===== config.mk =====
export PLATFORM = sky130hd
export DESIGN_NAME = urt_chan_regs
export DESIGN_NICKNAME = d
export VERILOG_FILES = /design/src/inc/urt_pkg.sv /design/src/rtl/urt_fifo.sv /design/src/rtl/urt_chan_regs.sv
export VERILOG_INCLUDE_DIRS = /design/src /design/src/inc
export SDC_FILE = /design/constraint.sdc
export NUM_CORES = 1
export LEC_CHECK = 0
export BUFFER_PORTS_ARGS = -buffer_cell sky130_fd_sc_hd__buf_2
export CORE_AREA = 3 3 206 208
export CTS_CLUSTER_SIZE = 14
export DETAILED_ROUTE_END_ITERATION = 12
export DIE_AREA = 0 0 209 211
export HOLD_SLACK_MARGIN = 0.15
export PLACE_DENSITY = 0.66
export SYNTH_ARGS = -nofsm -noshare
export SYNTH_HDL_FRONTEND = slang
export SYNTH_SLANG_ARGS = --single-unit

===== constraint.sdc =====
create_clock -name mclk -period 3.2 [get_ports mclk]
set_input_delay 0.16 -clock mclk [delete_from_list [all_inputs] [get_ports mclk]]
set_output_delay 0.16 -clock mclk [all_outputs]
set_load 0.005 [all_outputs]

===== src/inc/urt_cfg.svh =====
// Register offsets, field positions and trigger levels of one serial channel.
// Assumes a three-bit register address and an eight-bit data bus.
`ifndef URT_CFG_SVH
`define URT_CFG_SVH

// ****************************************
// Register offsets
// ****************************************
`define URT_OFS_HOLD    3'h0
`define URT_OFS_IEN     3'h1
`define URT_OFS_ISTAT   3'h2
`define URT_OFS_LCTL    3'h3
`define URT_OFS_MCTL    3'h4
`define URT_OFS_LSTAT   3'h5
`define URT_OFS_MSTAT   3'h6
`define URT_OFS_SCR     3'h7

// ****************************************
// Field positions
// ****************************************
`define URT_LCTL_DIVEN  7
`define URT_FCTL_EN     0
`define URT_FCTL_RXCLR  1
`define URT_FCTL_TXCLR  2
`define URT_FCTL_DMA    3
`define URT_IEN_RXD     0
`define URT_IEN_TXE     1
`define URT_IEN_LS      2
`define URT_IEN_MS      3
`define URT_MCTL_GATE   3

// ****************************************
// Reset values and trigger levels
// ****************************************
`define URT_RST_BYTE    8'h00
`define URT_TRIG_L0     5'h01
`define URT_TRIG_L1     5'h04
`define URT_TRIG_L2     5'h08
`define URT_TRIG_L3     5'h0E
`define URT_FIFO_DEPTH  16

`endif


===== src/inc/urt_pkg.sv =====
// Types shared by the serial channel register block.
// Assumes nothing of its surroundings.
package urt_pkg;
    typedef logic [7:0] urt_byte_t;
    typedef logic [2:0] urt_addr_t;

    // Interrupt source codes, highest priority first
    typedef enum logic [3:0] {
        URT_SRC_LINE    = 4'b0110,
        URT_SRC_TMO     = 4'b1100,
        URT_SRC_RXD     = 4'b0100,
        URT_SRC_TXE     = 4'b0010,
        URT_SRC_MODEM   = 4'b0000,
        URT_SRC_NONE    = 4'b0001
    } urt_src_t;
endpackage


===== src/rtl/urt_fifo.sv =====
// Synchronous FIFO with valid/ready on both sides and registered read data.
// Assumes one clock and a synchronous active-high reset.
`timescale 1ns/10ps
module urt_fifo #(
    parameter int W  = 8,
    parameter int D  = 16,
    parameter int AW = 4
) (
    input  wire logic          mclk,
    input  wire logic          srst,
    input  wire logic          flush,
    input  wire logic          in_valid,
    input  wire logic [W-1:0]  in_data,
    output logic               in_ready,
    output logic               out_valid,
    output logic [W-1:0]       out_data,
    input  wire logic          out_ready,
    output logic [AW:0]        level
);
    logic [W-1:0]  mem [D];
    logic [AW-1:0] wp_q;
    logic [AW-1:0] rp_q;
    logic [AW:0]   cnt_q;
    logic [AW:0]   cnt_d;
    logic          push;
    logic          pop;

    assign push  = in_valid & in_ready;
    assign pop   = out_ready & out_valid;
    assign level = cnt_q;

    always_comb begin
        cnt_d = cnt_q;
        if (push & ~pop) begin
            cnt_d = cnt_q + 1'b1;
        end else if (pop & ~push) begin
            cnt_d = cnt_q - 1'b1;
        end
    end

    always_ff @(posedge mclk) begin
        if (push) begin
            mem[wp_q] <= in_data;
        end
        out_data <= mem[rp_q];
    end

    // Valid lags a push or pop by one cycle so the registered head is settled
    always_ff @(posedge mclk) begin
        if (srst | flush) begin
            wp_q      <= '0;
            rp_q      <= '0;
            cnt_q     <= '0;
            in_ready  <= 1'b1;
            out_valid <= 1'b0;
        end else begin
            if (push) begin
                wp_q <= wp_q + 1'b1;
            end
            if (pop) begin
                rp_q <= rp_q + 1'b1;
            end
            cnt_q     <= cnt_d;
            in_ready  <= cnt_d != (AW+1)'(D);
            out_valid <= (cnt_q != '0) & ~pop;
        end
    end
endmodule


===== src/rtl/urt_chan_regs.sv =====
// Register decode and interrupt logic of one asynchronous serial channel.
// Assumes a host on asynchronous bus pins, and shifters on the same clock.
//
// Summary of operation
// Enable bits gate the four sources before they reach interrupt status.
// FIFO receive interrupt follows level at or above trigger.
// Receive status code and output clear when level drops below trigger.
// Data-ready sets when a character enters the FIFO, clears when empty.
// FIFOs on with enables cleared gives polled operation via line status.
// Line status bit 1 flags a receive overrun.
// Bits 2 to 4 show error tags of the head character.
// Bit 5 transmit holding empty; bit 6 holding and shifter empty.
// Bit 7 set in FIFO mode while any stored character carries an error tag.
// Receive interrupt on a held character, or trigger reached in FIFO mode.
// Transmit-empty interrupt, immediate if already empty when enabled.
// Line-status interrupt from line status bits 1 to 4.
// Overrun interrupts at once; tags interrupt when reaching the head.
// Enable bit 3 gates modem status; bits 7 to 4 reserved.
// Status shows only the highest pending source; bit 0 high when idle.
// Status bits 7 and 6 follow the FIFO enable.
// Transmit interrupt cleared by status read or transmit write.
// Line status read clears line interrupt; modem read clears modem one.
// Divisor enable maps offsets 0 and 1 onto the divisor bytes.
// Offset 0 reads receive, writes transmit; offset 2 status/FIFO control.
`timescale 1ns/10ps
`include "urt_cfg.svh"
module urt_chan_regs #(
    parameter int DEPTH = `URT_FIFO_DEPTH
) (
    input  wire logic              mclk,
    input  wire logic              srst,
    input  wire logic              host_cs_n,
    input  wire logic              host_rd_n,
    input  wire logic              host_wr_n,
    input  wire urt_pkg::urt_addr_t host_addr,
    input  wire urt_pkg::urt_byte_t host_data_in,
    output urt_pkg::urt_byte_t     host_data_out,
    output logic                   host_data_oe_n,
    input  wire logic              rx_push,
    input  wire urt_pkg::urt_byte_t rx_byte,
    input  wire logic [2:0]        rx_err,
    output logic                   rx_accept,
    input  wire logic              rx_timeout,
    output urt_pkg::urt_byte_t     tx_byte,
    output logic                   tx_valid,
    input  wire logic              tx_take,
    input  wire logic              tx_shifter_empty,
    input  wire logic              cts_n,
    input  wire logic              dsr_n,
    input  wire logic              ri_n,
    input  wire logic              cd_n,
    output logic                   rts_n,
    output logic                   dtr_n,
    output logic                   spare_output_one_n,
    output logic                   irq,
    output logic [15:0]            divisor,
    output urt_pkg::urt_byte_t     line_control,
    output logic                   loopback
);
    import urt_pkg::*;

    // ****************************************
    // Pin synchronisers
    // ****************************************
    logic [17:0] pin_s1_q;
    logic [17:0] pin_s2_q;
    logic        rd_act;
    logic        wr_act;
    logic        rd_act_q;
    logic        wr_act_q;
    logic        rd_go;
    logic        wr_go;
    urt_addr_t   addr;
    urt_byte_t   wdat;
    logic [3:0]  mpin;

    // Bus pins are asynchronous to mclk; strobes are acted on at their start
    always_ff @(posedge mclk) begin
        pin_s1_q <= {host_cs_n, host_rd_n, host_wr_n, host_addr, host_data_in,
                     cd_n, ri_n, dsr_n, cts_n};
        pin_s2_q <= pin_s1_q;
    end

    assign rd_act = ~pin_s2_q[17] & ~pin_s2_q[16];
    assign wr_act = ~pin_s2_q[17] & ~pin_s2_q[15];
    assign addr   = pin_s2_q[14:12];
    assign wdat   = pin_s2_q[11:4];
    assign mpin   = ~pin_s2_q[3:0];

    always_ff @(posedge mclk) begin
        if (srst) begin
            rd_act_q <= 1'b0;
            wr_act_q <= 1'b0;
        end else begin
            rd_act_q <= rd_act;
            wr_act_q <= wr_act;
        end
    end

    assign rd_go = rd_act & ~rd_act_q;
    assign wr_go = wr_act & ~wr_act_q;

    // ****************************************
    // Control registers
    // ****************************************
    logic [3:0] ien_q;
    urt_byte_t  lcr_q;
    logic [4:0] mcr_q;
    urt_byte_t  spr_q;
    urt_byte_t  dll_q;
    urt_byte_t  dlm_q;
    logic       fifo_en_q;
    logic       dma_q;
    logic [1:0] trig_q;
    logic       dlab;
    logic       wr_hold;
    logic       wr_fcr;
    logic       rx_flush;
    logic       tx_flush;

    assign dlab    = lcr_q[`URT_LCTL_DIVEN];
    assign wr_hold = wr_go & (addr == `URT_OFS_HOLD) & ~dlab;
    assign wr_fcr  = wr_go & (addr == `URT_OFS_ISTAT);

    // Toggling the FIFO enable empties both FIFOs so old bytes never leak out
    assign rx_flush = wr_fcr & (wdat[`URT_FCTL_EN]
                      ? (wdat[`URT_FCTL_RXCLR] | ~fifo_en_q) : fifo_en_q);
    assign tx_flush = wr_fcr & (wdat[`URT_FCTL_EN]
                      ? (wdat[`URT_FCTL_TXCLR] | ~fifo_en_q) : fifo_en_q);

    always_ff @(posedge mclk) begin
        if (srst) begin
            ien_q <= 4'h0;
            lcr_q <= `URT_RST_BYTE;
            mcr_q <= 5'h00;
            spr_q <= `URT_RST_BYTE;
            dll_q <= `URT_RST_BYTE;
            dlm_q <= `URT_RST_BYTE;
        end else if (wr_go) begin
            unique case (addr)
                `URT_OFS_HOLD: begin
                    if (dlab) begin
                        dll_q <= wdat;
                    end
                end
                `URT_OFS_IEN: begin
                    if (dlab) begin
                        dlm_q <= wdat;
                    end else begin
                        ien_q <= wdat[3:0];
                    end
                end
                `URT_OFS_LCTL: lcr_q <= wdat;
                `URT_OFS_MCTL: mcr_q <= wdat[4:0];
                `URT_OFS_SCR:  spr_q <= wdat;
                default: begin
                end
            endcase
        end
    end

    // Other bits only take effect while the enable bit is written as one
    always_ff @(posedge mclk) begin
        if (srst) begin
            fifo_en_q <= 1'b0;
            dma_q     <= 1'b0;
            trig_q    <= 2'h0;
        end else if (wr_fcr) begin
            fifo_en_q <= wdat[`URT_FCTL_EN];
            if (wdat[`URT_FCTL_EN]) begin
                dma_q  <= wdat[`URT_FCTL_DMA];
                trig_q <= wdat[7:6];
            end
        end
    end

    function automatic logic [4:0] trig_level(input logic [1:0] sel);
        unique case (sel)
            2'h0: trig_level = `URT_TRIG_L0;
            2'h1: trig_level = `URT_TRIG_L1;
            2'h2: trig_level = `URT_TRIG_L2;
            2'h3: trig_level = `URT_TRIG_L3;
        endcase
    endfunction

    // ****************************************
    // Receive path
    // ****************************************
    logic        rd_rhr;
    logic        rx_in_valid;
    logic        rx_vld;
    logic [10:0] rx_head;
    logic [4:0]  rx_lvl;
    logic        rx_vld_q;
    logic        ovr_evt;
    logic        ovr_q;
    logic [4:0]  err_cnt_q;
    logic        rx_pop;
    logic        rx_nonempty;
    logic [2:0]  head_err;

    assign rd_rhr      = rd_go & (addr == `URT_OFS_HOLD) & ~dlab;
    assign rx_pop      = rd_rhr & rx_vld;
    assign rx_nonempty = rx_lvl != 5'h00;

    // Without FIFOs only one character is held; a second one overruns
    assign rx_in_valid = rx_push & (fifo_en_q | ~rx_nonempty);
    assign ovr_evt     = rx_push & (~rx_accept | (~fifo_en_q & rx_nonempty));
    assign head_err    = rx_head[10:8] & {3{rx_vld}};

    urt_fifo #(.W(11), .D(DEPTH), .AW(4)) u_rx_fifo (
        .mclk      (mclk),
        .srst      (srst),
        .flush     (rx_flush),
        .in_valid  (rx_in_valid),
        .in_data   ({rx_err, rx_byte}),
        .in_ready  (rx_accept),
        .out_valid (rx_vld),
        .out_data  (rx_head),
        .out_ready (rx_pop),
        .level     (rx_lvl)
    );

    // Counts stored characters carrying any error tag
    always_ff @(posedge mclk) begin
        if (srst | rx_flush) begin
            err_cnt_q <= 5'h00;
        end else begin
            unique case ({rx_in_valid & rx_accept & (|rx_err),
                          rx_pop & (|rx_head[10:8])})
                2'b10:   err_cnt_q <= err_cnt_q + 1'b1;
                2'b01:   err_cnt_q <= err_cnt_q - 1'b1;
                default: err_cnt_q <= err_cnt_q;
            endcase
        end
    end

    always_ff @(posedge mclk) begin
        if (srst) begin
            rx_vld_q <= 1'b0;
        end else begin
            rx_vld_q <= rx_vld;
        end
    end

    // ****************************************
    // Transmit path
    // ****************************************
    logic [4:0] tx_lvl;
    logic       tx_rdy;
    logic       thre;
    logic       thre_q;
    logic       ien_tx_q;

    urt_fifo #(.W(8), .D(DEPTH), .AW(4)) u_tx_fifo (
        .mclk      (mclk),
        .srst      (srst),
        .flush     (tx_flush),
        .in_valid  (wr_hold & (fifo_en_q | thre)),
        .in_data   (wdat),
        .in_ready  (tx_rdy),
        .out_valid (tx_valid),
        .out_data  (tx_byte),
        .out_ready (tx_take),
        .level     (tx_lvl)
    );

    // Holding register (or FIFO) empty once the shifter took the last byte
    assign thre = tx_lvl == 5'h00;

    always_ff @(posedge mclk) begin
        if (srst) begin
            thre_q   <= 1'b1;
            ien_tx_q <= 1'b0;
        end else begin
            thre_q   <= thre;
            ien_tx_q <= ien_q[`URT_IEN_TXE];
        end
    end

    // ****************************************
    // Modem status
    // ****************************************
    logic [3:0] mst;
    logic [3:0] mst_q;
    logic [3:0] dlt_q;
    logic [3:0] dlt_set;
    logic       rd_msr;

    // Loopback feeds the modem inputs from the control outputs
    assign mst     = mcr_q[4] ? {mcr_q[3], mcr_q[2], mcr_q[0], mcr_q[1]} : mpin;
    assign rd_msr  = rd_go & (addr == `URT_OFS_MSTAT);
    assign dlt_set = {mst[3] ^ mst_q[3], ~mst[2] & mst_q[2],
                      mst[1] ^ mst_q[1], mst[0] ^ mst_q[0]};

    always_ff @(posedge mclk) begin
        if (srst) begin
            mst_q <= 4'h0;
            dlt_q <= 4'h0;
        end else begin
            mst_q <= mst;
            dlt_q <= (dlt_q & {4{~rd_msr}}) | dlt_set;
        end
    end

    // ****************************************
    // Interrupt sources and priority
    // ****************************************
    logic     rd_isr;
    logic     rd_lsr;
    logic     ls_q;
    logic     ls_set;
    logic     txi_q;
    logic     txi_set;
    logic     p_ls;
    logic     p_to;
    logic     p_rx;
    logic     p_tx;
    logic     p_ms;
    logic     rx_hit;
    urt_src_t src;

    assign rd_isr = rd_go & (addr == `URT_OFS_ISTAT);
    assign rd_lsr = rd_go & (addr == `URT_OFS_LSTAT);

    // Overrun raises at once; tags only when their character becomes the head
    assign ls_set = ovr_evt | (rx_vld & ~rx_vld_q & (|rx_head[10:8]));

    // Fires on becoming empty, or on enabling while already empty
    assign txi_set = ien_q[`URT_IEN_TXE] & thre
                     & (~thre_q | ~ien_tx_q);

    assign rx_hit = fifo_en_q ? (rx_lvl >= trig_level(trig_q))
                              : rx_nonempty;

    assign p_ls = ien_q[`URT_IEN_LS] & ls_q;
    assign p_to = ien_q[`URT_IEN_RXD] & fifo_en_q & rx_timeout & rx_nonempty;
    assign p_rx = ien_q[`URT_IEN_RXD] & rx_hit;
    assign p_tx = ien_q[`URT_IEN_TXE] & txi_q;
    assign p_ms = ien_q[`URT_IEN_MS] & (|dlt_q);

    always_comb begin
        if (p_ls) begin
            src = URT_SRC_LINE;
        end else if (p_to) begin
            src = URT_SRC_TMO;
        end else if (p_rx) begin
            src = URT_SRC_RXD;
        end else if (p_tx) begin
            src = URT_SRC_TXE;
        end else if (p_ms) begin
            src = URT_SRC_MODEM;
        end else begin
            src = URT_SRC_NONE;
        end
    end

    // A new event in the clearing cycle is kept: set wins over clear
    always_ff @(posedge mclk) begin
        if (srst) begin
            ls_q  <= 1'b0;
            ovr_q <= 1'b0;
            txi_q <= 1'b0;
        end else begin
            ls_q  <= (ls_q & ~rd_lsr) | ls_set;
            ovr_q <= (ovr_q & ~rd_lsr) | ovr_evt;
            txi_q <= (txi_q & ~wr_hold
                      & ~(rd_isr & (src == URT_SRC_TXE))) | txi_set;
        end
    end

    // ****************************************
    // Read data and outputs
    // ****************************************
    urt_byte_t rd_val;
    urt_byte_t lsr_val;

    // Polled use relies on these bits alone when all enables are clear
    assign lsr_val = {fifo_en_q & (err_cnt_q != 5'h00),
                      thre & tx_shifter_empty,
                      thre,
                      head_err,
                      ovr_q,
                      rx_nonempty};

    always_comb begin
        unique case (addr)
            `URT_OFS_HOLD:  rd_val = dlab ? dll_q : rx_head[7:0];
            `URT_OFS_IEN:   rd_val = dlab ? dlm_q : {4'h0, ien_q};
            `URT_OFS_ISTAT: rd_val = {{2{fifo_en_q}}, 2'h0, src};
            `URT_OFS_LCTL:  rd_val = lcr_q;
            `URT_OFS_MCTL:  rd_val = {3'h0, mcr_q};
            `URT_OFS_LSTAT: rd_val = lsr_val;
            `URT_OFS_MSTAT: rd_val = {mst_q, dlt_q};
            `URT_OFS_SCR:   rd_val = spr_q;
        endcase
    end

    // Data is captured at strobe start and held while the strobe lasts
    always_ff @(posedge mclk) begin
        if (srst) begin
            host_data_out  <= `URT_RST_BYTE;
            host_data_oe_n <= 1'b1;
        end else begin
            if (rd_go) begin
                host_data_out <= rd_val;
            end
            host_data_oe_n <= ~(rd_act & rd_act_q);
        end
    end

    // Interrupt line is gated by the modem control output gate bit
    always_ff @(posedge mclk) begin
        if (srst) begin
            irq                <= 1'b0;
            rts_n              <= 1'b1;
            dtr_n              <= 1'b1;
            spare_output_one_n <= 1'b1;
            loopback           <= 1'b0;
        end else begin
            irq                <= (src != URT_SRC_NONE) & mcr_q[`URT_MCTL_GATE];
            rts_n              <= ~mcr_q[1] | mcr_q[4];
            dtr_n              <= ~mcr_q[0] | mcr_q[4];
            spare_output_one_n <= ~mcr_q[2];
            loopback           <= mcr_q[4];
        end
    end

    assign divisor      = {dlm_q, dll_q};
    assign line_control = lcr_q;
endmodule


---- Word-level counts from Yosys, hierarchy flattened ----
Memories as Yosys holds them, arrays and structs flattened. A register that Yosys moved wholly into a read port is not among the register bits.
Index checks and enable logic that the tools add are counted.
cells by class
  mux-type cells .......................... 22
  reductions and logical operators ........ 17
  order comparisons ....................... 1
  add/sub/neg operators ................... 10
  eq/ne operators ......................... 16
  bitwise logic cells ..................... 98
operator list
  operator                                             number
  one-hot mux 8 bit (8 select lines)                   1
  AND 1 bit                                            52
  inverter 1 bit                                       25
  two-way mux 5 bit                                    4
  one-hot mux 5 bit (4 select lines)                   1
  adder 4 x 1 -> 4 bit, second input constant          4
  two-way mux 8 bit                                    2
  adder 5 x 1 -> 5 bit, second input constant          3
  nonzero test 5 bit                                   3
  subtractor 5 x 1 -> 5 bit, second input constant     3
  OR 1 bit                                             14
  equality test 3 bit, second input constant           4
  two-way mux 4 bit                                    3
  != test 5 bit, second input constant                 2
  one-hot mux 5 bit (2 select lines)                   1
  AND reduction 3 bit                                  3
  two-way mux 1 bit                                    8
  AND reduction 2 bit                                  4
  equality test 2 bit, second input constant           3
  equality test 3 x 2 -> 1 bit, second input constant  2
  OR reduction 3 bit                                   2
  greater-or-equal comparator 5 bit                    1
  logical NOT 5 bit                                    1
  AND 4 bit                                            1
  other kinds (14)                                     17
word-level totals
  memory bits (writable) .................. 304
  memories ................................ 2
  output and inout port bits .............. 48
  bits in registers ....................... 145
  input bits .............................. 35
  logic and storage cells ................. 204
memories
  name           words  bits a word  rd ports  clocked after memory_dff  wr ports  line            text
  u_rx_fifo.mem  16     11           1         1                         1         urt_fifo.sv:20  logic [W-1:0] mem [D];
  u_tx_fifo.mem  16     8            1         1                         1         urt_fifo.sv:20

---- Logic depth before layout (Yosys ltp) ----
Gate-level depths: netlist of run 1.
  depth after elaboration ................. 13
  gate-level depth with buffers ........... 15
  mapped depth without buffers ............ 13

---- Cells and area by module ----
Synthesis of run 1 repeated with hierarchy kept, for this count alone.
second synthesis, totals
  cells, all modules ...................... 1152
  area, all modules ....................... 18297.5 µm²
modules (own cells, without submodules)
  module                 times used  seq. area each (µm²)  area an instance (µm²)  cells each
  urt_fifo at u_rx_fifo  1           5805.6                7688.6                  368
  urt_fifo at u_tx_fifo  1           4304.1                5952.0                  300
  urt_chan_regs          1           2302.2                4657.0                  484

---- Worst setup path before layout of run 1 ----
Ideal clock, no wire load.
  path type ............................... reg-to-reg
  start ................................... reg u_rx_fifo.cnt_q[0] (netlist: u_rx_fifo.level[0])
  end ..................................... reg err_cnt_q[4]
  stages on the path, launching flop included .. 15
  path slack .............................. 106 ps
  library setup time ...................... 70 ps
  path buffers ............................ 2
  period minus slack after synthesis ...... 3094 ps
  arrival ................................. 3024 ps
  cells stage by stage .................... dfxtp_1 inv_1 ha_1 nor4b_4 o211a_1 buf_2 buf_2 o31ai_1 ha_1 ha_1 nor2b_1 o21ai_0 a21oi_1 or4_1 a21oi_1
on the way
  word-level cells in the longest chain between the ends .. 8
  elaborated cells on any way between the ends .. 10
  classes of those cells .................. 2 x eq/ne; 1 x mux; 5 x bitwise; 2 x reduce/logical
ends and longest elaborated chain
  item                                                                             line                  text
  start: declaration                                                               urt_fifo.sv:23        logic [AW:0] cnt_q;
  start signal: assignment                                                         urt_fifo.sv:63        cnt_q <= cnt_d;
  nonzero test 5 bit (*)                                                           urt_chan_regs.sv:204  assign rx_nonempty = rx_lvl != 5'h00;
  inverter 1 bit (*)                                                               urt_chan_regs.sv:207  assign rx_in_valid = rx_push & (fifo_en_q | ~rx_nonempty);
  OR 1 bit (*)                                                                     urt_chan_regs.sv:207
  AND 1 bit (*)                                                                    urt_chan_regs.sv:207
  AND 1 bit (*) (2 in series)                                                      urt_chan_regs.sv:229  unique case ({rx_in_valid & rx_accept & (|rx_err),
  equality test 2 x 1 -> 1 bit / equality test 2 bit (equally long branches)       urt_chan_regs.sv:229
  one-hot mux 5 bit (2 select lines) / nonzero test 2 bit (equally long branches)  --
  end signal: assignment                                                           urt_chan_regs.sv:231  2'b10: err_cnt_q <= err_cnt_q + 1'b1;
  end signal: assignment                                                           urt_chan_regs.sv:232  2'b01: err_cnt_q <= err_cnt_q - 1'b1;
  end signal: assignment                                                           urt_chan_regs.sv:233  default: err_cnt_q <= err_cnt_q;
  end: declaration                                                                 urt_chan_regs.sv:197  logic [4:0] err_cnt_q;
Every way passes the cells marked *; elsewhere a longest branch is shown, timed or not.
A chain may end at the register's enable or synchronous reset.

---- Final worst setup path of run 1 ----
Ends and elaborated chain as after synthesis.

==> results of run 1 <==
## cell type report
cell class / count / area (um2)
flip-flops and latches: 468 / 12420
fillers: 3270 / 19300
well taps: 532 / 665.6
clock inverters: 26 / 274.0
multi-input cells: 585 / 5443
repair buffers: 178 / 1264
inverters: 24 / 90.09
clock buffers: 65 / 1286
## sequential cells by signal (all words and copies together), names as in the netlist, 4 cells and up
signal and cells:
u_rx_fifo.mem 176, u_tx_fifo.mem 128, pin_s1_q 18, pin_s2_q 18, u_rx_fifo.out_data 11, dll_q 8, dlm_q 8, host_data_out 8
line_control 8, spr_q 8, u_tx_fifo.out_data 8, err_cnt_q 5, mcr_q 5, u_rx_fifo.level 5, u_tx_fifo.level 5, dlt_q 4
ien_q 4, mst_q 4, u_rx_fifo.rp_q 4, u_rx_fifo.wp_q 4, u_tx_fifo.rp_q 4, u_tx_fifo.wp_q 4
## path summary, 6_finish.rpt
kind,startpoint,end,slack [ns],depth (start not counted)
setup / recovery,u_rx_fifo.level[0],err_cnt_q[4],0.23,13
hold / removal,host_data_in[5],pin_s1_q[9],0.20,2
setup reg to reg,u_rx_fifo.level[0],err_cnt_q[4],0.23,13
hold reg to reg,pin_s1_q[7],pin_s2_q[7],0.32,0
## power groups by stage
stage               Clock, mW  Combinational (mW)  Sequential [mW]
finish                   5.46                1.29             6.88
global route             5.86                1.42             6.90
CTS                      5.61                1.30             6.88
detailed placement          0                1.26             7.00
global placement            0                1.24             6.99
floorplan                   0               0.849             6.94
## through the flow
step / hold WS [ns] / setup WS [ns] / instances / util, %
after floorplan: 0.1877 / 0.1063 / 1135 / -
after global placement: 0.2636 / 0.2331 / 1751 / 47.92
after detailed placement: 0.2636 / 0.1483 / 1751 / 47.92
after CTS: 0.1650 / 0.1084 / 1875 / 52.56
after global routing: 0.1853 / 0.008199 / 1878 / 52.63
final: 0.2014 / 0.2312 / 1878 / 52.63
## cell usage after synthesis, drive strengths merged (4+ instances only)
cell type,count
clkbuf,25
buf,33
mux4,95
mux2,5
a211oi,6
nand2,54
nand3b,4
nand2b,7
edfxtp,304
mux2i,73
o2bb2ai,5
nor3,20
nand3,12
xor2,13
dfxtp,164
nand4,7
nor2,119
o21ai,14
a21oi,29
a221oi,7
o2111ai,4
xnor2,11
inv,24
nor2b,12
ha,22
## cell families (layout without fill, tap and decap cells)
| family | count (synthesis) | count (layout) | synth area share, % |
|---|---|---|---|
| compound gates | 102 | 102 | 3.946 |
| xor+xnor | 24 | 24 | 1.155 |
| fa+ha+maj | 23 | 23 | 1.622 |
| buf+inv | 82 | 293 | 1.918 |
| flops | 468 | 468 | 68.19 |
| mux | 173 | 173 | 16.10 |
| simple gates | 263 | 263 | 7.067 |
## metal layers
metal,up-vias,GRT usage [%]
li1,4688,-
met1,5140,23.95
met2,256,31.87
met3,60,3.178
met4,0,5.797
met5,-,0
## what timing repair did
| action | in CTS | in global routing |
|---|---|---|
| hold buffers | 33 | 0 |
| endpoints found under the hold margin | 223 | 0 |
| setup buffers | 0 | 3 |
| gates resized for setup | 0 | 3 |
| setup endpoints to repair | 0 | 1 |
==> impl_metrics.tcl, run 1 <==
set metrics [dict create \
    status "finished clean" \
    wl_met3_mm 2.111 \
    syn_to_final_growth_pct 17.79 \
    syn-num-nets 1193 \
    grtUsageTotal_pct 18.42 \
    vias_per_cell 5.401 \
    final_common_cell "edfxtp_1" \
    power.switching_mw 3.165 \
    crit_buf_inv 2 \
    netlist_instances 1135 \
    cts.path.max_buffers 3 \
    synth_seq_area_share_pct 68.19 \
    critical-path-top-delay-family "simple AND/OR/NAND/NOR gates" \
    drv_slew 0 \
    initial_utilization_pct 44.68 \
    antennaDiodeCount 0 \
    synth_area_um2 18200 \
    wl_per_cell_um 21.49 \
    die-area_um2 44100 \
    drive_gt1_share_pct 24.52 \
    start_kind "register" \
    setup_viol 0 \
    dieHeight_um 211 \
    wirelength_mm 40.36 \
    pin_count 83 \
    vias 10140 \
    tightestPinTransition_ns 0.9822 \
    stdcell_area_um2 21440 \
    post-route-period-util_pct 92.77 \
    drv_cap 0 \
    hold_viol_final 0 \
    first_global_vias 10490 \
    peakVddDrop_v 0.0005129 \
    pwr-share-comb_pct 9.5 \
    cts_tree "built" \
    ys_async_sr_fraction_pct 0 \
    synth_top_area_share_pct 50.15 \
    synth_edf_count 304 \
    timing.critical_path.mode_cell "inv_1" \
    clock_latency_ns 0.59 \
    slowest_delay_ns 0.40 \
    p_int_mw 10.47 \
    final_cell_mix "edfxtp_1 (304), dfxtp_1 (160), nor2_1 (117), mux4_2 (95), buf_2 (82)" \
    dp_hpwl_mm 26.05 \
    grt_overflow 0 \
    gp_congestion 0.8609 \
    portBuffers 82 \
    rows 74 \
    h-tree-depth 2 \
    ys_warn_count 0 \
    dpl-instance-area_um2 19520 \
    clock.fmax_ghz 0.3368 \
    drtIter0Drc 795 \
    cts-root-buf "clkbuf_16" \
    grt_first_pass_wirelength_mm 62.20 \
    crit_slowest_cell "fa_1" \
    cts_sinks 468 \
    path_max_fanout 5 \
    finalSetupTns_ns 0 \
    grt_start_max_net_pins 42 \
    cp_data_required_time_ns 3.72 \
    rsz0062_at_grt "false" \
    antenna_left 0 \
    synth_area_leaders "edfxtp_1 (50%), dfxtp_1 (18%), mux4_2 (12%), mux2i_1 (4.0%), nor2_1 (2.4%)" \
    avgSynthCellArea_um2 16.04 \
    p_sw_share_pct 23.22 \
    min_path_type "input port to register" \
    period_needed_ns 2.969 \
    total_power_mw 13.63 \
    clk_pin_slew_ns 0.06 \
    drc 0 \
    clkPwrFrac_pct 40.1 \
    core-area_um2 40740 \
    end_kind "register" \
    pwr-share-seq_pct 50.4 \
    met2RoutedLength_mm 20.47 \
    path_cells "inv_1 -> ha_1 -> nor4b_4 -> o211a_1 -> o31ai_1 -> ha_2 -> inv_1 -> fa_1 -> nor2b_1 -> o21ai_1 -> and3_1 -> or4_1 -> a21oi_1" \
    synthFlopType "edfxtp_1" \
    die_w_um 209 \
    wl_met1_mm 16.86 \
    fin_skew_ns 0.01855 \
    crit_type "register to register" \
    synth_cell_types 70 \
    synth_largest_area_cell "edfxtp_1" \
    power.density_nw_per_um2 635.8 \
    relSlewSlack_pct 34.43 \
    firstDrtPassIters 5 \
    top_layer "met4" \
    critPathArrivalTime_ns 3.48 \
    nNetsFinal 1364 \
    ys_seq_elements 468 \
    p_leak_nw 7.531 \
    antenna_found_initial 0 \
    cts_buffers 49 \
]
(Power assumes the default switching activity.)
==> run 2: changes to the inputs <==
--- a/config.mk
+++ b/config.mk
@@ -12,7 +12,6 @@
 export DETAILED_ROUTE_END_ITERATION = 12
 export DIE_AREA = 0 0 209 211
 export HOLD_SLACK_MARGIN = 0.15
-export PLACE_DENSITY = 0.66
 export SYNTH_ARGS = -nofsm -noshare
 export SYNTH_HDL_FRONTEND = slang
 export SYNTH_SLANG_ARGS = --single-unit
==> impl_metrics.tcl, run 2 (synthesis results as in run 1) <==
set metrics [dict create \
    die-area_um2 44100 \
    cts_tree "built" \
    first_global_vias 10330 \
    die_w_um 209 \
    pin_count 83 \
    grt_overflow 0 \
    antennaDiodeCount 0 \
    grt_first_pass_wirelength_mm 62.80 \
    hold_viol_final 0 \
    syn_to_final_growth_pct 18.08 \
    top_regs "u_rx_fifo.mem (176), u_tx_fifo.mem (128)" \
    antenna_left 0 \
    drtIter0Drc 770 \
    antenna_found_initial 1 \
    critPathArrivalTime_ns 3.46 \
    post-route-period-util_pct 92.02 \
    fill_cells 3340 \
    clk_pin_slew_ns 0.06 \
    final_common_cell "edfxtp_1" \
    nNetsFinal 1364 \
    pre_cts_ws_ns 0.1652 \
    wirelength_mm 40.77 \
    clock_latency_ns 0.58 \
    clock.fmax_ghz 0.3396 \
    dp_hpwl_mm 26.35 \
    drv_slew 0 \
    drc 0 \
    drive_gt1_share_pct 25.26 \
    regMostFlops "u_rx_fifo.mem" \
    peakVddDrop_v 0.0004621 \
    firstDrtPassIters 5 \
    p_leak_nw 7.568 \
    min_path_type "input port to register" \
    h-tree-depth 2 \
    dp_cells 1754 \
    end_kind "register" \
    vias 10090 \
    status "finished clean" \
    post_cts_buffers 0 \
    final_cell_mix "edfxtp_1 (304), dfxtp_1 (160), nor2_1 (117), mux4_2 (95), buf_2 (82)" \
    gp_congestion 0.8371 \
    grt_start_max_net_pins 53 \
    grtUsageTotal_pct 18.71 \
    power.density_nw_per_um2 643.6 \
    cts_sinks 468 \
    rows 74 \
    layout_setup_ws_ns 0.2554 \
    largest_register_ffs 176 \
    tightestPinTransition_ns 1.073 \
    core-area_um2 40740 \
    wl_per_cell_um 21.71 \
    initial_utilization_pct 44.68 \
    drv_cap 0 \
    cts.path.max_buffers 3 \
    cp_data_required_time_ns 3.71 \
    rsz0062_at_grt "false" \
    cts_buffers 49 \
    fin_skew_ns 0.03014 \
    final_cells 1878 \
    vias_per_cell 5.371 \
    portBuffers 82 \
    relSlewSlack_pct 28.37 \
    crit_type "register to register" \
    path_max_fanout 5 \
    hold_ws_ns 0.2150 \
    dieHeight_um 211 \
    period_needed_ns 2.945 \
    setup_viol 0 \
    finalSetupTns_ns 0 \
    start_kind "register" \
    cts-root-buf "clkbuf_16" \
]
run 2: cell types whose count changed in the layout (fill, tap and decap cells not counted), sizes merged:
cell and change:
bufinv +1, clkbuf +5, clkinv -8, inv +2
run 2: through the flow:
| stage | util, % | power (mW) | area, um2 |
|---|---|---|---|
| 3_5_place_dp | 48.00 | 8.283 | 19560 |
| 6_report | 52.75 | 13.83 | 21490 |
| 3_3_place_gp | 48.00 | 8.264 | 19560 |
| 2_1_floorplan | - | 7.785 | 18200 |
| 5_1_grt | 52.75 | 14.37 | 21490 |
| 4_1_cts | 52.73 | 13.99 | 21480 |
run 2: cell type report:
type	instances	area (um2)	share of cell area, %
clock inverter	21	242.7	1.129
sequential	468	12420	57.79
tap	532	665.6	3.097
timing repair buffer	178	1251	5.822
clock buffer	70	1355	6.305
inverter	24	90.09	0.4192
multi-input combinational	585	5468	25.44
run 2: metal layers:
layer	part of all wire, %	wire (um)	GRT usage (%)
met1	43	17710	25.37
met2	49	19900	31.03
met3	5.0	2049	3.045
met4	2.7	1104	6.490
met5	0	0	0
run 2: final timing paths:
path,from,to,slack [ns],cells past startpoint
worst max-delay path,u_rx_fifo.level[0],err_cnt_q[4],0.26,13
worst min-delay path,ri_n,pin_s1_q[2],0.22,2
worst max register to register,u_rx_fifo.level[0],err_cnt_q[4],0.26,13
worst min register to register,pin_s1_q[5],pin_s2_q[5],0.32,0
run 2: power breakdown:
group / internal [mW] / total (mW) / switching [mW]
combinational: 0.608 / 1.30 / 0.688
sequential: 6.69 / 6.89 / 0.204
clock: 3.35 / 5.64 / 2.29
total: 10.7 / 13.8 / 3.18
run 2: critical path: stages, from the launching register on:
cell and delay [ns]:
dfxtp_2 0.36, inv_1 0.08, ha_1 0.23, nor4b_4 0.14, o211a_1 0.24, o31ai_1 0.10, ha_2 0.29, inv_1 0.09
fa_2 0.35, nor2b_2 0.13, o21ai_0 0.11, and3_1 0.21, or4_1 0.39, a21oi_1 0.14
run 2: what timing repair did:
| action | CTS | global route |
|---|---|---|
| hold buffers | 33 | 0 |
| endpoints found under the hold margin | 218 | 0 |
| gates resized for setup | 0 | 4 |
| setup endpoints to repair | 0 | 1 |
==> run 3: changes to the inputs <==
--- a/config.mk
+++ b/config.mk
@@ -7,11 +7,14 @@
 export NUM_CORES = 1
 export LEC_CHECK = 0
 export BUFFER_PORTS_ARGS = -buffer_cell sky130_fd_sc_hd__buf_2
+export CELL_PAD_IN_SITES_DETAIL_PLACEMENT = 1
+export CELL_PAD_IN_SITES_GLOBAL_PLACEMENT = 1
 export CORE_AREA = 3 3 206 208
 export CTS_CLUSTER_SIZE = 14
 export DETAILED_ROUTE_END_ITERATION = 12
 export DIE_AREA = 0 0 209 211
 export HOLD_SLACK_MARGIN = 0.15
+export PLACE_DENSITY_LB_ADDON = 0.1
 export SYNTH_ARGS = -nofsm -noshare
 export SYNTH_HDL_FRONTEND = slang
 export SYNTH_SLANG_ARGS = --single-unit
==> impl_metrics.tcl, run 3 (synthesis results as in run 1) <==
set metrics [dict create \
    period_needed_ns 3.007 \
    end_kind "register" \
    vias_per_cell 5.428 \
    fin_skew_ns 0.008337 \
    top_layer "met4" \
    final_common_cell "edfxtp_1" \
    power.density_nw_per_um2 645.0 \
    drtIter0Drc 539 \
    first_global_vias 10800 \
    cts.path.max_buffers 3 \
    power.switching_mw 3.240 \
    antenna_left 0 \
    min_path_type "input port to register" \
    cts-root-buf "clkbuf_16" \
    clock_latency_ns 0.58 \
    die-area_um2 44100 \
    p_leak_nw 7.564 \
    gp_congestion 0.7713 \
    grt_overflow 0 \
    portBuffers 82 \
    start_kind "register" \
    drv_cap 0 \
    clkPwrFrac_pct 40.9 \
    dp_cells 1749 \
    r2r_setup_slack_ns 0.19 \
    rr_endpoint "err_cnt_q[4]" \
    hold_viol_final 0 \
    rsz0062_at_grt "false" \
    rows 74 \
    top_regs "u_rx_fifo.mem (176), u_tx_fifo.mem (128)" \
    slowest_delay_ns 0.47 \
    post-route-period-util_pct 93.96 \
    min_from "host_addr[0]" \
    peakVddDrop_v 0.0004814 \
    drc 0 \
    cts_tree "built" \
    dp_hpwl_mm 29.05 \
    worstHoldEndpoint "pin_s1_q[12]" \
    crit_type "register to register" \
    regMostFlops "u_rx_fifo.mem" \
    die_w_um 209 \
    core-area_um2 40740 \
    reg2reg_from "u_rx_fifo.level[0]" \
    layout_setup_ws_ns 0.1934 \
    hold_path_depth 2 \
    finalSetupTns_ns 0 \
    relSlewSlack_pct 26.46 \
    dieHeight_um 211 \
    reg2reg_depth 13 \
    nNetsFinal 1360 \
    initial_utilization_pct 44.68 \
    grt_first_pass_wirelength_mm 68.15 \
    total_power_mw 13.86 \
    critPathArrivalTime_ns 3.51 \
    grt_start_max_net_pins 73 \
    drive_gt1_share_pct 25.37 \
    final_cells 1876 \
    met2RoutedLength_mm 22.66 \
    wl_per_cell_um 23.92 \
    antenna_found_initial 1 \
    path_cells "inv_1 -> ha_1 -> nor4b_4 -> o211a_1 -> o31ai_1 -> ha_2 -> buf_4 -> ha_1 -> nor2b_1 -> o21ai_0 -> a21oi_1 -> or4_1 -> a21oi_1" \
    final_cell_mix "edfxtp_1 (304), dfxtp_1 (160), nor2_1 (117), mux4_2 (95), buf_2 (82)" \
    pin_count 83 \
    antennaDiodeCount 0 \
    path_max_fanout 5 \
    wl_met3_mm 1.625 \
    setup_viol 0 \
    firstDrtPassIters 5 \
    cts_sinks 468 \
    clock.fmax_ghz 0.3326 \
    final_util_pct 52.74 \
    wirelength_mm 44.88 \
    wl_met1_mm 19.64 \
    drv_slew 0 \
    pwr-share-comb_pct 9.5 \
    clk_pin_slew_ns 0.06 \
    p_sw_share_pct 23.38 \
    p_int_mw 10.62 \
    crit_slowest_cell "or4_1" \
    status "finished clean" \
    h-tree-depth 2 \
    pwr-share-seq_pct 49.6 \
    syn_to_final_growth_pct 18.05 \
    cts_buffers 50 \
    cp_data_required_time_ns 3.71 \
    largest_register_ffs 176 \
    tightestPinTransition_ns 1.102 \
    grtUsageTotal_pct 20.53 \
    pre_cts_ws_ns 0.1417 \
    vias 10180 \
]
-- run 3: timing repair --
action / CTS / global route
endpoints found under the setup margin: 0 / 1
setup buffers: 0 / 1
resized for setup: 0 / 2
hold buffers: 32 / 0
endpoints found under the hold margin: 202 / 0
-- run 3: per-stage QoR --
step	area, um2	hold WS (ns)
3_5_place_dp	19520	0.2644
2_1_floorplan	18200	0.1877
5_1_grt	21490	0.2070
3_3_place_gp	19520	0.2618
4_1_cts	21480	0.1753
6_report	21490	0.2185
-- run 3: worst max-delay path by stage --
stage	from	depth (start not counted)	slack (ns)	end
5_1_grt	u_rx_fifo.level[0]	13	0.04	err_cnt_q[4]
4_1_cts	u_rx_fifo.level[0]	13	0.12	err_cnt_q[4]
6_report	u_rx_fifo.level[0]	13	0.19	err_cnt_q[4]
3_5_place_dp	u_rx_fifo.level[0]	13	0.14	err_cnt_q[4]
3_3_place_gp	u_rx_fifo.level[0]	13	0.21	err_cnt_q[4]
2_1_floorplan	u_rx_fifo.level[0]	14	0.11	err_cnt_q[4]
-- run 3: area by class of cell --
type,instances,area [um2]
clock buffer,78,1510
clock inverter,16,127.6
fill,3884,19250
inverter,24,90.09
multi-input combinational,585,5463
sequential,468,12420
tap,532,665.6
timing repair buffer,173,1211
-- run 3: power groups by stage --
stage / sequential, mW / combinational [mW] / clock, mW
CTS: 6.88 / 1.34 / 5.83
global placement: 6.99 / 1.28 / 0
global route: 6.90 / 1.45 / 6.09
detailed placement: 7.01 / 1.30 / 0
floorplan: 6.94 / 0.849 / 0
finish: 6.88 / 1.32 / 5.66
-- run 3: per-layer routing --
metal / vias up / GRT usage [%]
met5: - / 0
met3: 58 / 3.045
met4: 0 / 5.751
met2: 186 / 35.42
li1: 4686 / -
met1: 5252 / 27.44
-- run 3: critical path, delay by kind of cell, from the launching register on --
kind | cells | cell delay, ns
compound gates | 5 | 0.78
flops | 1 | 0.34
buf+inv | 2 | 0.25
fa+ha+maj | 3 | 0.72
simple gates | 3 | 0.85
